$ cat src/kstrg_consts.vh
// Constants for the keyswitch and trigger-output block
//------------------------------------------------------------
// What this block does
// - A short keyswitch press while disarmed arms away.
// - A press held past three seconds arms stay, bypassing zone types 4 and 10.
// - When armed, the next keyswitch short disarms.
// - Tamper loop opening locks out the keyswitch until a console disarm.
// - Keyswitch in use forces its input zone to zone type 10.
// - LEDs: off/off, green ready, red steady, slow flash, rapid flash.
// - Keyswitch option turns alarm triggers into arm and ready indicators.
// - Keyswitch acts only on the configured partition.
// - Keyswitch open/close events report user number zero when enabled.
// - Line is seized off hook before the ground-start trigger is raised.
// - Ground-start trigger drops once dial tone is detected.
// - Trigger one defaults to ground start; one function active at a time.
// - Trigger-one function value 2 selects the remote sounder.
// - Triggers three and four: fire and panic, or armed and ready.
// - Sounder mirrors the partition's console sounds except key clicks.
// - Sounder follows keyswitch partition; keyswitch zone type still forced.
// - Trigger outputs other than the ground-start trigger are enabled per partition by configuration.
// - At most sixteen relay-type outputs are controlled.
// - A relay module answers only when its address is enabled.
//------------------------------------------------------------
`ifndef KSTRG_CONSTS_VH
`define KSTRG_CONSTS_VH

// Register offsets
`define KSTRG_OFF_CTRL 8'h00
`define KSTRG_OFF_PARTEN 8'h04
`define KSTRG_OFF_RLYEN 8'h08
`define KSTRG_OFF_RLYREQ 8'h0C
`define KSTRG_OFF_STATUS 8'h10
`define KSTRG_OFF_EVENT 8'h14

// Control fields
`define KSTRG_CTRL_FUNC_LO 0
`define KSTRG_CTRL_KSEN 2
`define KSTRG_CTRL_OCREP 3
`define KSTRG_CTRL_PART_LO 4
`define KSTRG_CTRL_KEYMODE 7
`define KSTRG_CTRL_RESET 8'h00

// Event register clear bit
`define KSTRG_EVT_VALID 31

// Trigger-one functions
`define KSTRG_FN_GSTART 2'h0
`define KSTRG_FN_OPENCLOSE 2'h1
`define KSTRG_FN_SOUNDER 2'h2

// Event kinds
`define KSTRG_EV_AWAY 2'h1
`define KSTRG_EV_STAY 2'h2
`define KSTRG_EV_DISARM 2'h3
`define KSTRG_KS_USER 8'h00

// Zone types
`define KSTRG_ZT_INTERIOR 4
`define KSTRG_ZT_INT_DELAY 10
`define KSTRG_ZT_KEYSW 4'hA

// Timing
`define KSTRG_CLK_MHZ 100
`define KSTRG_HOLD_MS 3000
`define KSTRG_SLOW_MS 500
`define KSTRG_RAPID_MS 125

`endif

$ cat src/kstrg_keyswitch_trigger.v
// Keyswitch arming, trigger connector outputs and relay enables
`timescale 1ns/1ps
`default_nettype none
`include "kstrg_consts.vh"

module kstrg_keyswitch_trigger #(
    parameter PART_N = 8,
    parameter RELAY_N = 16,
    parameter [31:0] HOLD_CYC = `KSTRG_HOLD_MS * `KSTRG_CLK_MHZ * 1000,
    parameter [31:0] SLOW_CYC = `KSTRG_SLOW_MS * `KSTRG_CLK_MHZ * 1000,
    parameter [31:0] RAPID_CYC = `KSTRG_RAPID_MS * `KSTRG_CLK_MHZ * 1000
) (
    input wire clk,
    input wire rst,
    input wire psel,
    input wire penable,
    input wire pwrite,
    input wire [7:0] paddr,
    input wire [31:0] pwdata,
    output wire pready,
    output reg [31:0] prdata,
    output reg pslverr,
    input wire ksShort,
    input wire ksTamperOpen,
    input wire consoleDisarm,
    input wire zoneReady,
    input wire alarmMemory,
    input wire msgRequest,
    input wire dialTone,
    input wire msgDone,
    input wire openCloseTrig,
    input wire consoleSound,
    input wire keyClick,
    input wire [2:0] soundPartition,
    input wire fireTrig,
    input wire panicTrig,
    input wire auxTrig,
    input wire [2:0] alarmPartition,
    output reg armAway,
    output reg armStay,
    output reg disarm,
    output reg [2:0] ksPartition,
    output reg [15:0] bypassTypes,
    output reg ksZoneForce,
    output reg [3:0] ksZoneType,
    output reg evtReport,
    output reg [1:0] evtKind,
    output reg [7:0] evtUser,
    output reg offHook,
    output reg [3:0] trigger_connector,
    output reg [RELAY_N-1:0] relayOut
);

    // Keyswitch states
    localparam [3:0] S_DIS = 4'h1;
    localparam [3:0] S_TIME = 4'h2;
    localparam [3:0] S_HOLD = 4'h4;
    localparam [3:0] S_ARMED = 4'h8;

    // Line states
    localparam [3:0] G_IDLE = 4'h1;
    localparam [3:0] G_SEIZE = 4'h2;
    localparam [3:0] G_GROUND = 4'h4;
    localparam [3:0] G_DIAL = 4'h8;

    //------------------------------------------------------------
    // Register file
    //------------------------------------------------------------
    reg [7:0] ctrl_reg;
    reg [PART_N-1:0] partEn_reg;
    reg [RELAY_N-1:0] relayEn_reg;
    reg [RELAY_N-1:0] relayReq_reg;
    reg evtValid_reg;
    reg [1:0] evtKind_reg;

    reg [3:0] ks_reg;
    reg [3:0] ks_next;
    reg stay_reg;
    reg lockout_reg;
    reg shortPrev_reg;
    reg [31:0] holdCnt_reg;

    reg [3:0] gs_reg;
    reg [3:0] gs_next;
    reg [31:0] flashCnt_reg;
    reg slowPh_reg;
    reg [1:0] rapidDiv_reg;

    reg [31:0] rdMux;
    reg rdErr;
    reg evtPulse;
    reg [1:0] evtPulseKind;

    wire [1:0] trigFunc = ctrl_reg[`KSTRG_CTRL_FUNC_LO +: 2];
    wire ksEnable = ctrl_reg[`KSTRG_CTRL_KSEN];
    wire ocReport = ctrl_reg[`KSTRG_CTRL_OCREP];
    wire [2:0] ksPart = ctrl_reg[`KSTRG_CTRL_PART_LO +: 3];
    wire keyMode = ctrl_reg[`KSTRG_CTRL_KEYMODE] | ksEnable;
    wire sounderMode = (trigFunc == `KSTRG_FN_SOUNDER);
    wire wrAcc = psel & penable & pwrite;
    wire setup = psel & ~penable;
    wire shortRise = ksShort & ~shortPrev_reg;
    wire ksActive = ksEnable & ~lockout_reg;
    wire holdDone = (holdCnt_reg >= HOLD_CYC - 32'h1);
    wire evtClr = wrAcc & (paddr == `KSTRG_OFF_EVENT) &
        pwdata[`KSTRG_EVT_VALID];

    // Access phase completes at once; read data is captured in setup
    assign pready = psel & penable;

    // Read mux; unmapped offsets flag a slave error
    always @* begin
        rdErr = 1'b0;
        rdMux = 32'h00000000;

        case (paddr)
            `KSTRG_OFF_CTRL: rdMux[7:0] = ctrl_reg;
            `KSTRG_OFF_PARTEN: rdMux[PART_N-1:0] = partEn_reg;
            `KSTRG_OFF_RLYEN: rdMux[RELAY_N-1:0] = relayEn_reg;
            `KSTRG_OFF_RLYREQ: rdMux[RELAY_N-1:0] = relayReq_reg;
            `KSTRG_OFF_STATUS: rdMux[11:0] = {trigger_connector, 1'b0,
                offHook, lockout_reg, stay_reg, ks_reg};
            `KSTRG_OFF_EVENT: rdMux = {evtValid_reg, 21'h000000,
                evtKind_reg, `KSTRG_KS_USER};
            default: rdErr = 1'b1;
        endcase
    end

    always @(posedge clk) begin
        if (rst) begin
            prdata <= 32'h00000000;
            pslverr <= 1'b0;
            ctrl_reg <= `KSTRG_CTRL_RESET;
            partEn_reg <= {PART_N{1'b1}};
            relayEn_reg <= {RELAY_N{1'b0}};
            relayReq_reg <= {RELAY_N{1'b0}};
        end else begin
            if (setup) begin
                prdata <= pwrite ? 32'h00000000 : rdMux;
                pslverr <= rdErr;
            end

            // Writes land only in the access phase
            if (wrAcc) begin
                case (paddr)
                    `KSTRG_OFF_CTRL: ctrl_reg <= pwdata[7:0];
                    `KSTRG_OFF_PARTEN: partEn_reg <= pwdata[PART_N-1:0];
                    `KSTRG_OFF_RLYEN: relayEn_reg <= pwdata[RELAY_N-1:0];
                    `KSTRG_OFF_RLYREQ: relayReq_reg <= pwdata[RELAY_N-1:0];
                    default: ;
                endcase
            end
        end
    end

    //------------------------------------------------------------
    // Keyswitch arming
    //------------------------------------------------------------
    always @* begin
        ks_next = ks_reg;
        evtPulse = 1'b0;
        evtPulseKind = 2'h0;

        case (ks_reg)
            S_DIS: begin
                if (ksActive & shortRise) begin
                    ks_next = S_TIME;
                end
            end
            S_TIME: begin
                if (!ksActive) begin
                    ks_next = S_DIS;
                end else if (!ksShort) begin
                    ks_next = S_ARMED;
                    evtPulse = 1'b1;
                    evtPulseKind = `KSTRG_EV_AWAY;
                end else if (holdDone) begin
                    ks_next = S_HOLD;
                    evtPulse = 1'b1;
                    evtPulseKind = `KSTRG_EV_STAY;
                end
            end
            S_HOLD: begin
                if (!ksShort) begin
                    ks_next = S_ARMED;
                end
            end
            S_ARMED: begin
                if (ksActive & shortRise) begin
                    ks_next = S_DIS;
                    evtPulse = 1'b1;
                    evtPulseKind = `KSTRG_EV_DISARM;
                end
            end
            default: ks_next = S_DIS;
        endcase
        // A console disarm ends any press with no event
        if (consoleDisarm) begin
            ks_next = S_DIS;
            evtPulse = 1'b0;
        end
    end

    always @(posedge clk) begin
        if (rst) begin
            ks_reg <= S_DIS;
            stay_reg <= 1'b0;
            lockout_reg <= 1'b0;
            shortPrev_reg <= 1'b0;
            holdCnt_reg <= 32'h00000000;
            armAway <= 1'b0;
            armStay <= 1'b0;
            disarm <= 1'b0;
            bypassTypes <= 16'h0000;
            ksPartition <= 3'h0;
            ksZoneForce <= 1'b0;
            ksZoneType <= 4'h0;
            evtReport <= 1'b0;
            evtKind <= 2'h0;
            evtUser <= 8'h00;
            evtValid_reg <= 1'b0;
            evtKind_reg <= 2'h0;
        end else begin
            ks_reg <= ks_next;
            shortPrev_reg <= ksShort;

            // Tamper open wins over a console disarm in the same cycle
            if (ksEnable & ksTamperOpen) begin
                lockout_reg <= 1'b1;
            end else if (consoleDisarm) begin
                lockout_reg <= 1'b0;
            end
            if (ks_reg == S_TIME) begin
                holdCnt_reg <= holdCnt_reg + 32'h1;
            end else begin
                holdCnt_reg <= 32'h00000000;
            end

            if (evtPulse && evtPulseKind == `KSTRG_EV_STAY) begin
                stay_reg <= 1'b1;
            end else if (ks_next == S_DIS) begin
                stay_reg <= 1'b0;
            end

            armAway <= evtPulse & (evtPulseKind == `KSTRG_EV_AWAY);
            armStay <= evtPulse & (evtPulseKind == `KSTRG_EV_STAY);
            disarm <= evtPulse & (evtPulseKind == `KSTRG_EV_DISARM);
            // Stay arming bypasses the interior zone types
            if (evtPulse && evtPulseKind == `KSTRG_EV_STAY) begin
                bypassTypes <= (16'h0001 << `KSTRG_ZT_INTERIOR) |
                    (16'h0001 << `KSTRG_ZT_INT_DELAY);
            end else begin
                bypassTypes <= 16'h0000;
            end

            ksPartition <= ksPart;
            ksZoneForce <= ksEnable | sounderMode;
            ksZoneType <= (ksEnable | sounderMode) ?
                `KSTRG_ZT_KEYSW : 4'h0;

            evtReport <= evtPulse & ocReport;
            evtKind <= evtPulse ? evtPulseKind : 2'h0;
            evtUser <= `KSTRG_KS_USER;

            // A new event wins over a software clear
            if (evtPulse & ocReport) begin
                evtValid_reg <= 1'b1;
                evtKind_reg <= evtPulseKind;
            end else if (evtClr) begin
                evtValid_reg <= 1'b0;
            end
        end
    end

    //------------------------------------------------------------
    // Ground-start line sequence
    //------------------------------------------------------------
    always @* begin
        gs_next = gs_reg;

        // With the ground-start function, trigger one is raised only in G_GROUND
        case (gs_reg)
            G_IDLE: if (msgRequest && trigFunc == `KSTRG_FN_GSTART) begin
                gs_next = G_SEIZE;
            end
            G_SEIZE: gs_next = G_GROUND;
            G_GROUND: if (dialTone) begin
                gs_next = G_DIAL;
            end
            G_DIAL: if (msgDone) begin
                gs_next = G_IDLE;
            end
            default: gs_next = G_IDLE;
        endcase
    end

    always @(posedge clk) begin
        if (rst) begin
            gs_reg <= G_IDLE;
            offHook <= 1'b0;
        end else begin
            gs_reg <= gs_next;
            offHook <= (gs_next != G_IDLE);
        end
    end

    //------------------------------------------------------------
    // LED flash timing
    //------------------------------------------------------------
    // Rapid phase flips each period, slow phase every fourth
    always @(posedge clk) begin
        if (rst) begin
            flashCnt_reg <= 32'h00000000;
            slowPh_reg <= 1'b0;
            rapidDiv_reg <= 2'h0;
        end else if (flashCnt_reg >= RAPID_CYC - 32'h1) begin
            flashCnt_reg <= 32'h00000000;
            rapidDiv_reg <= rapidDiv_reg + 2'h1;
            if (rapidDiv_reg == 2'h3) begin
                slowPh_reg <= ~slowPh_reg;
            end
        end else begin
            flashCnt_reg <= flashCnt_reg + 32'h1;
        end
    end

    //------------------------------------------------------------
    // Trigger connector and relays
    //------------------------------------------------------------
    wire armed = (ks_reg == S_ARMED) | (ks_reg == S_HOLD);
    wire alarmOk = partEn_reg[alarmPartition];
    wire ksPartOk = partEn_reg[ksPart];

    reg redLed;
    reg greenLed;
    reg trigOne;

    always @* begin
        // Alarm memory takes precedence over the armed patterns
        if (alarmMemory) begin
            redLed = rapidDiv_reg[0];
        end else if (armed & stay_reg) begin
            redLed = slowPh_reg;
        end else begin
            redLed = armed;
        end
        greenLed = ~armed & zoneReady;

        case (trigFunc)
            `KSTRG_FN_GSTART: trigOne = (gs_reg == G_GROUND);
            `KSTRG_FN_OPENCLOSE: trigOne = openCloseTrig & ksPartOk;
            `KSTRG_FN_SOUNDER: trigOne = consoleSound & ~keyClick &
                (soundPartition == ksPart) & ksPartOk;
            default: trigOne = 1'b0;
        endcase
    end

    always @(posedge clk) begin
        if (rst) begin
            trigger_connector <= 4'h0;
            relayOut <= {RELAY_N{1'b0}};
        end else begin
            // Trigger two is the aux alarm, idle while the keyswitch is enabled
            trigger_connector[0] <= trigOne;
            trigger_connector[1] <= ~ksEnable & auxTrig & alarmOk;
            trigger_connector[2] <= keyMode ? (ksPartOk & redLed) :
                (fireTrig & alarmOk);
            trigger_connector[3] <= keyMode ? (ksPartOk & greenLed) :
                (panicTrig & alarmOk);

            relayOut <= relayReq_reg & relayEn_reg;
        end
    end

endmodule
`default_nettype wire

$ cat config.mk
export PLATFORM = sky130hd
export DESIGN_NAME = kstrg_keyswitch_trigger
export DESIGN_NICKNAME = d
export VERILOG_FILES = /design/src/kstrg_keyswitch_trigger.v
export VERILOG_INCLUDE_DIRS = /design/src
export SDC_FILE = /design/constraint.sdc
export NUM_CORES = 1
export LEC_CHECK = 0
export ABC_AREA = 1
export ABC_CLOCK_PERIOD_IN_PS = 2300
export BUFFER_PORTS_ARGS = -buffer_cell sky130_fd_sc_hd__buf_4
export CORE_MARGIN = 2
export CORE_UTILIZATION = 60
export CTS_CLUSTER_SIZE = 30
export DETAILED_ROUTE_END_ITERATION = 16
export PLACE_DENSITY = 0.85
export SLEW_MARGIN = 20
export SYNTH_ARGS = -nofsm -noshare
export SYNTH_HDL_FRONTEND = slang
export SYNTH_SLANG_ARGS = --single-unit
$ cat constraint.sdc
create_clock -name clk -period 2.3 [get_ports clk]
set_input_delay 0.23 -clock clk [delete_from_list [all_inputs] [get_ports clk]]
set_output_delay 0.23 -clock clk [all_outputs]
set_load 0.01 [all_outputs]
==> flow_summary.json <==
{
  "regArea_sq_um": 3560,
  "ys_seq_area_share_pct": 42.2,
  "fp.coreArea_sq_um": 13800,
  "async_flop_share_pct": 0,
  "initialDrtViolationCount": 744,
  "viasPerCell": 5.38,
  "cp-start-kind": "register",
  "grt_pass1_vias": 6946,
  "num_io_pins": 158,
  "place_area_sq_um": 9220,
  "grt_max_degree": 56,
  "syn_inst": 1115,
  "synth_flop_cell": "dfxtp_1",
  "drive_above_1_share_pct": 18.8,
  "hold_ws_ns": 0.0313,
  "yosys_warnings": 0,
  "fmax_ghz": 0.535,
  "wl_per_cell_um": 14.0,
  "outcome": "finished, final reports clean",
  "cts_tree": "yes",
  "synth_area_leaders": "dfxtp_1 (42%), nand2_1 (7.9%), nor2_1 (6.5%)",
  "power.leakage_nw": 3.93,
  "clockBufferDepth": 2,
  "ys_types": 56,
  "relSlewSlack_pct": 60.8,
  "cp_top_family": "simple AND/OR/NAND/NOR gates",
  "gp_congestion": 0.925,
  "synth.ff_latch_count": 178,
  "cp.arrival_ns": 2.21,
  "tns_ns": 0,
  "skew_ns": 0.00983,
  "cp_max_fo": 24,
  "worst_pin_slew_ns": 0.588,
  "cp-end-kind": "register",
  "rsz0062_at_grt": "false",
  "dieArea_sq_um": 15000,
  "start_util_pct": 61.1,
  "crit_top_cell": "nand2_1",
  "dp.cells": 1381,
  "synth_top_family_by_area": "simple AND/OR/NAND/NOR gates",
  "htree_levels": 4,
  "ant_nets": 0,
  "synth-compound-area-share_pct": 13.9,
  "clockRootBuffer": "clkbuf_16",
  "dieHeight_um": 123,
  "multi_input_area_sq_um": 3980,
  "post-route-period-util_pct": 81.3,
  "vias": 7607,
  "yosysTopAreaCell": "dfxtp_1",
  "drc": 0,
  "synth-xor-area-share_pct": 1.55,
  "p_per_area_nw_per_um2": 646,
  "slew_viol_final": 0,
  "synth-simple-area-share_pct": 28.6,
  "setup_viol": 0,
  "path_cells": "ha_1 > nand2_1 > nor2_1 > nor4_1 > o21ai_1 > nand2_1 > nand2_2 > inv_2 > nand2_4 > nor3b_1",
  "nets": 1293,
  "yosysTopAreaCellShare_pct": 42.2,
  "final_cell_area_sq_um": 9860,
  "cts_resized": 0,
  "final-hold-violation-count": 0,
  "instances_no_fill": 1415,
  "worstSetupPathType": "register to register",
  "synth-edff-count": 0,
  "fin_util_pct": 71.3,
  "yosys.area_share.adder_pct": 0.888,
  "overflow": 0,
  "dr.pass1.iters": 6,
  "ir_drop_v": 0.000708,
  "syn_area_per_cell_sq_um": 7.58,
  "maxCapViolations": 0,
  "critPathSlowestCell": "dfxtp_1",
  "fill_cells": 1091,
  "place_hpwl_um": 14200,
  "min_path_type": "primary input to register",
  "io_buffers": 103,
  "die_w_um": 123,
  "cts_inserted_buffers": 17,
  "num_antenna_cells": 0,
  "grt_first_pass_wirelength_um": 32100,
  "period_needed_ns": 1.87,
  "clkTransAtPathRegs_ns": 0.06,
  "syn_to_final_growth_pct": 16.7,
  "cts_sinks": 178,
  "required_ns": 2.64,
  "clock_latency_ns": 0.44,
  "drt-total-wl_um": 19900,
  "critPathBufInv": 1,
  "muxShareOfSynthArea_pct": 0,
  "syn_area_sq_um": 8450,
  "gr-usage-all-layers_pct": 27.1,
  "rows": 43,
  "antenna_found_initial": 0,
  "critPathMaxStageDelay_ns": 0.33
}
-- cell usage after synthesis (2+ instances only) --
master	count
a211oi_1	29
a211oi_2	5
a21oi_1	65
a31oi_1	2
buf_1	8
buf_2	7
buf_4	49
buf_6	2
clkbuf_1	6
dfxtp_1	178
ha_1	6
inv_1	141
inv_2	17
nand2_1	177
nand2_2	10
nand2_4	3
nand3_1	38
nand3_2	7
nand3b_1	2
nand4_1	16
nor2_1	146
nor2_2	6
nor2_4	10
nor3_1	35
nor3_2	8
nor3b_1	4
nor3b_2	6
nor4_1	6
nor4_4	2
o211ai_1	12
o21a_1	3
o21ai_0	44
o21ai_1	4
o221ai_1	7
o22ai_1	14
or2_2	7
xnor2_1	7
xor2_1	8
-- routing by layer --
layer  vias up  part of all wire, %  track usage [%]
li1       3778                    -                -
met1      3458                   41             34.1
met2       311                   48             45.4
met3        60                  7.3             4.51
met4         0                  3.1             12.1
met5         -                    0                0
-- metrics by stage --
step,power [mW],setup WS [ns]
final,6.37,0.430
after global routing,6.53,0.191
after CTS,6.38,0.427
after detailed placement,3.44,0.453
after global placement,3.44,0.506
after floorplan,3.37,0.748
-- power breakdown --
part	internal [mW]	switching, mW
Combinational	0.0988	0.166
Sequential	3.11	0.0144
Clock	1.75	1.23
Total	4.96	1.41
-- worst paths after layout --
| check | startpoint | to | slack [ns] | cells past startpoint |
|---|---|---|---|---|
| max | flashCnt_reg[0]$_SDFF_PP0_ | flashCnt_reg[2]$_SDFF_PP0_ | 0.43 | 10 |
| min | pwdata[7] | partEn_reg[7]$_SDFFE_PP1P_ | 0.03 | 3 |
| max reg2reg | flashCnt_reg[0]$_SDFF_PP0_ | flashCnt_reg[2]$_SDFF_PP0_ | 0.43 | 10 |
| min reg2reg | relayEn_reg[5]$_SDFFE_PP0P_ | relayOut[5]$_SDFF_PP0_ | 0.45 | 2 |
-- logic make-up after synthesis --
kind of cell | Yosys count
xor gates and xnor gates | 15
adders and majority gates | 6
AOI/OAI and AO/OA | 192
and+or+nand+nor | 491
other | 1
DFF | 178
buffers and inverters | 232
-- repair_timing --
action                                 in CTS  in global routing
buffers inserted                            0                  0
endpoints found under the hold margin       2                  0
hold buffers                                2                  0
-- layout by cell type, fill, tap and decap left out, drive strengths merged, types with 8 or more instances in the layout --
master / n
nand3: 46
nor2: 162
nor3: 44
clkbuf: 22
o22ai: 14
a211oi: 34
buf: 112
conb: 47
o211ai: 12
o21ai: 48
dfxtp: 178
or2: 9
inv: 159
xor2: 8
nand4: 18
a21oi: 66
nor3b: 10
nand2: 190
nor4: 9
-- tightest hold or removal path, delay by kind of cell --
family / cells / cell delay (ns)
AO/OA/AOI/OAI: 1 / 0.06
AND/OR/NAND/NOR: 1 / 0.05
buffers and inverters: 1 / 0.09
-- area by class of cell --
cell class,count,share of cell area (%)
Timing Repair Buffer,114,8.86
Clock buffer,22,5.01
Clock inverter,10,1.26
Tap cell,180,2.28
Multi-Input combinational cell,751,40.4
Inverter,160,6.10
Sequential cell,178,36.1
(Power assumes the default switching activity.)
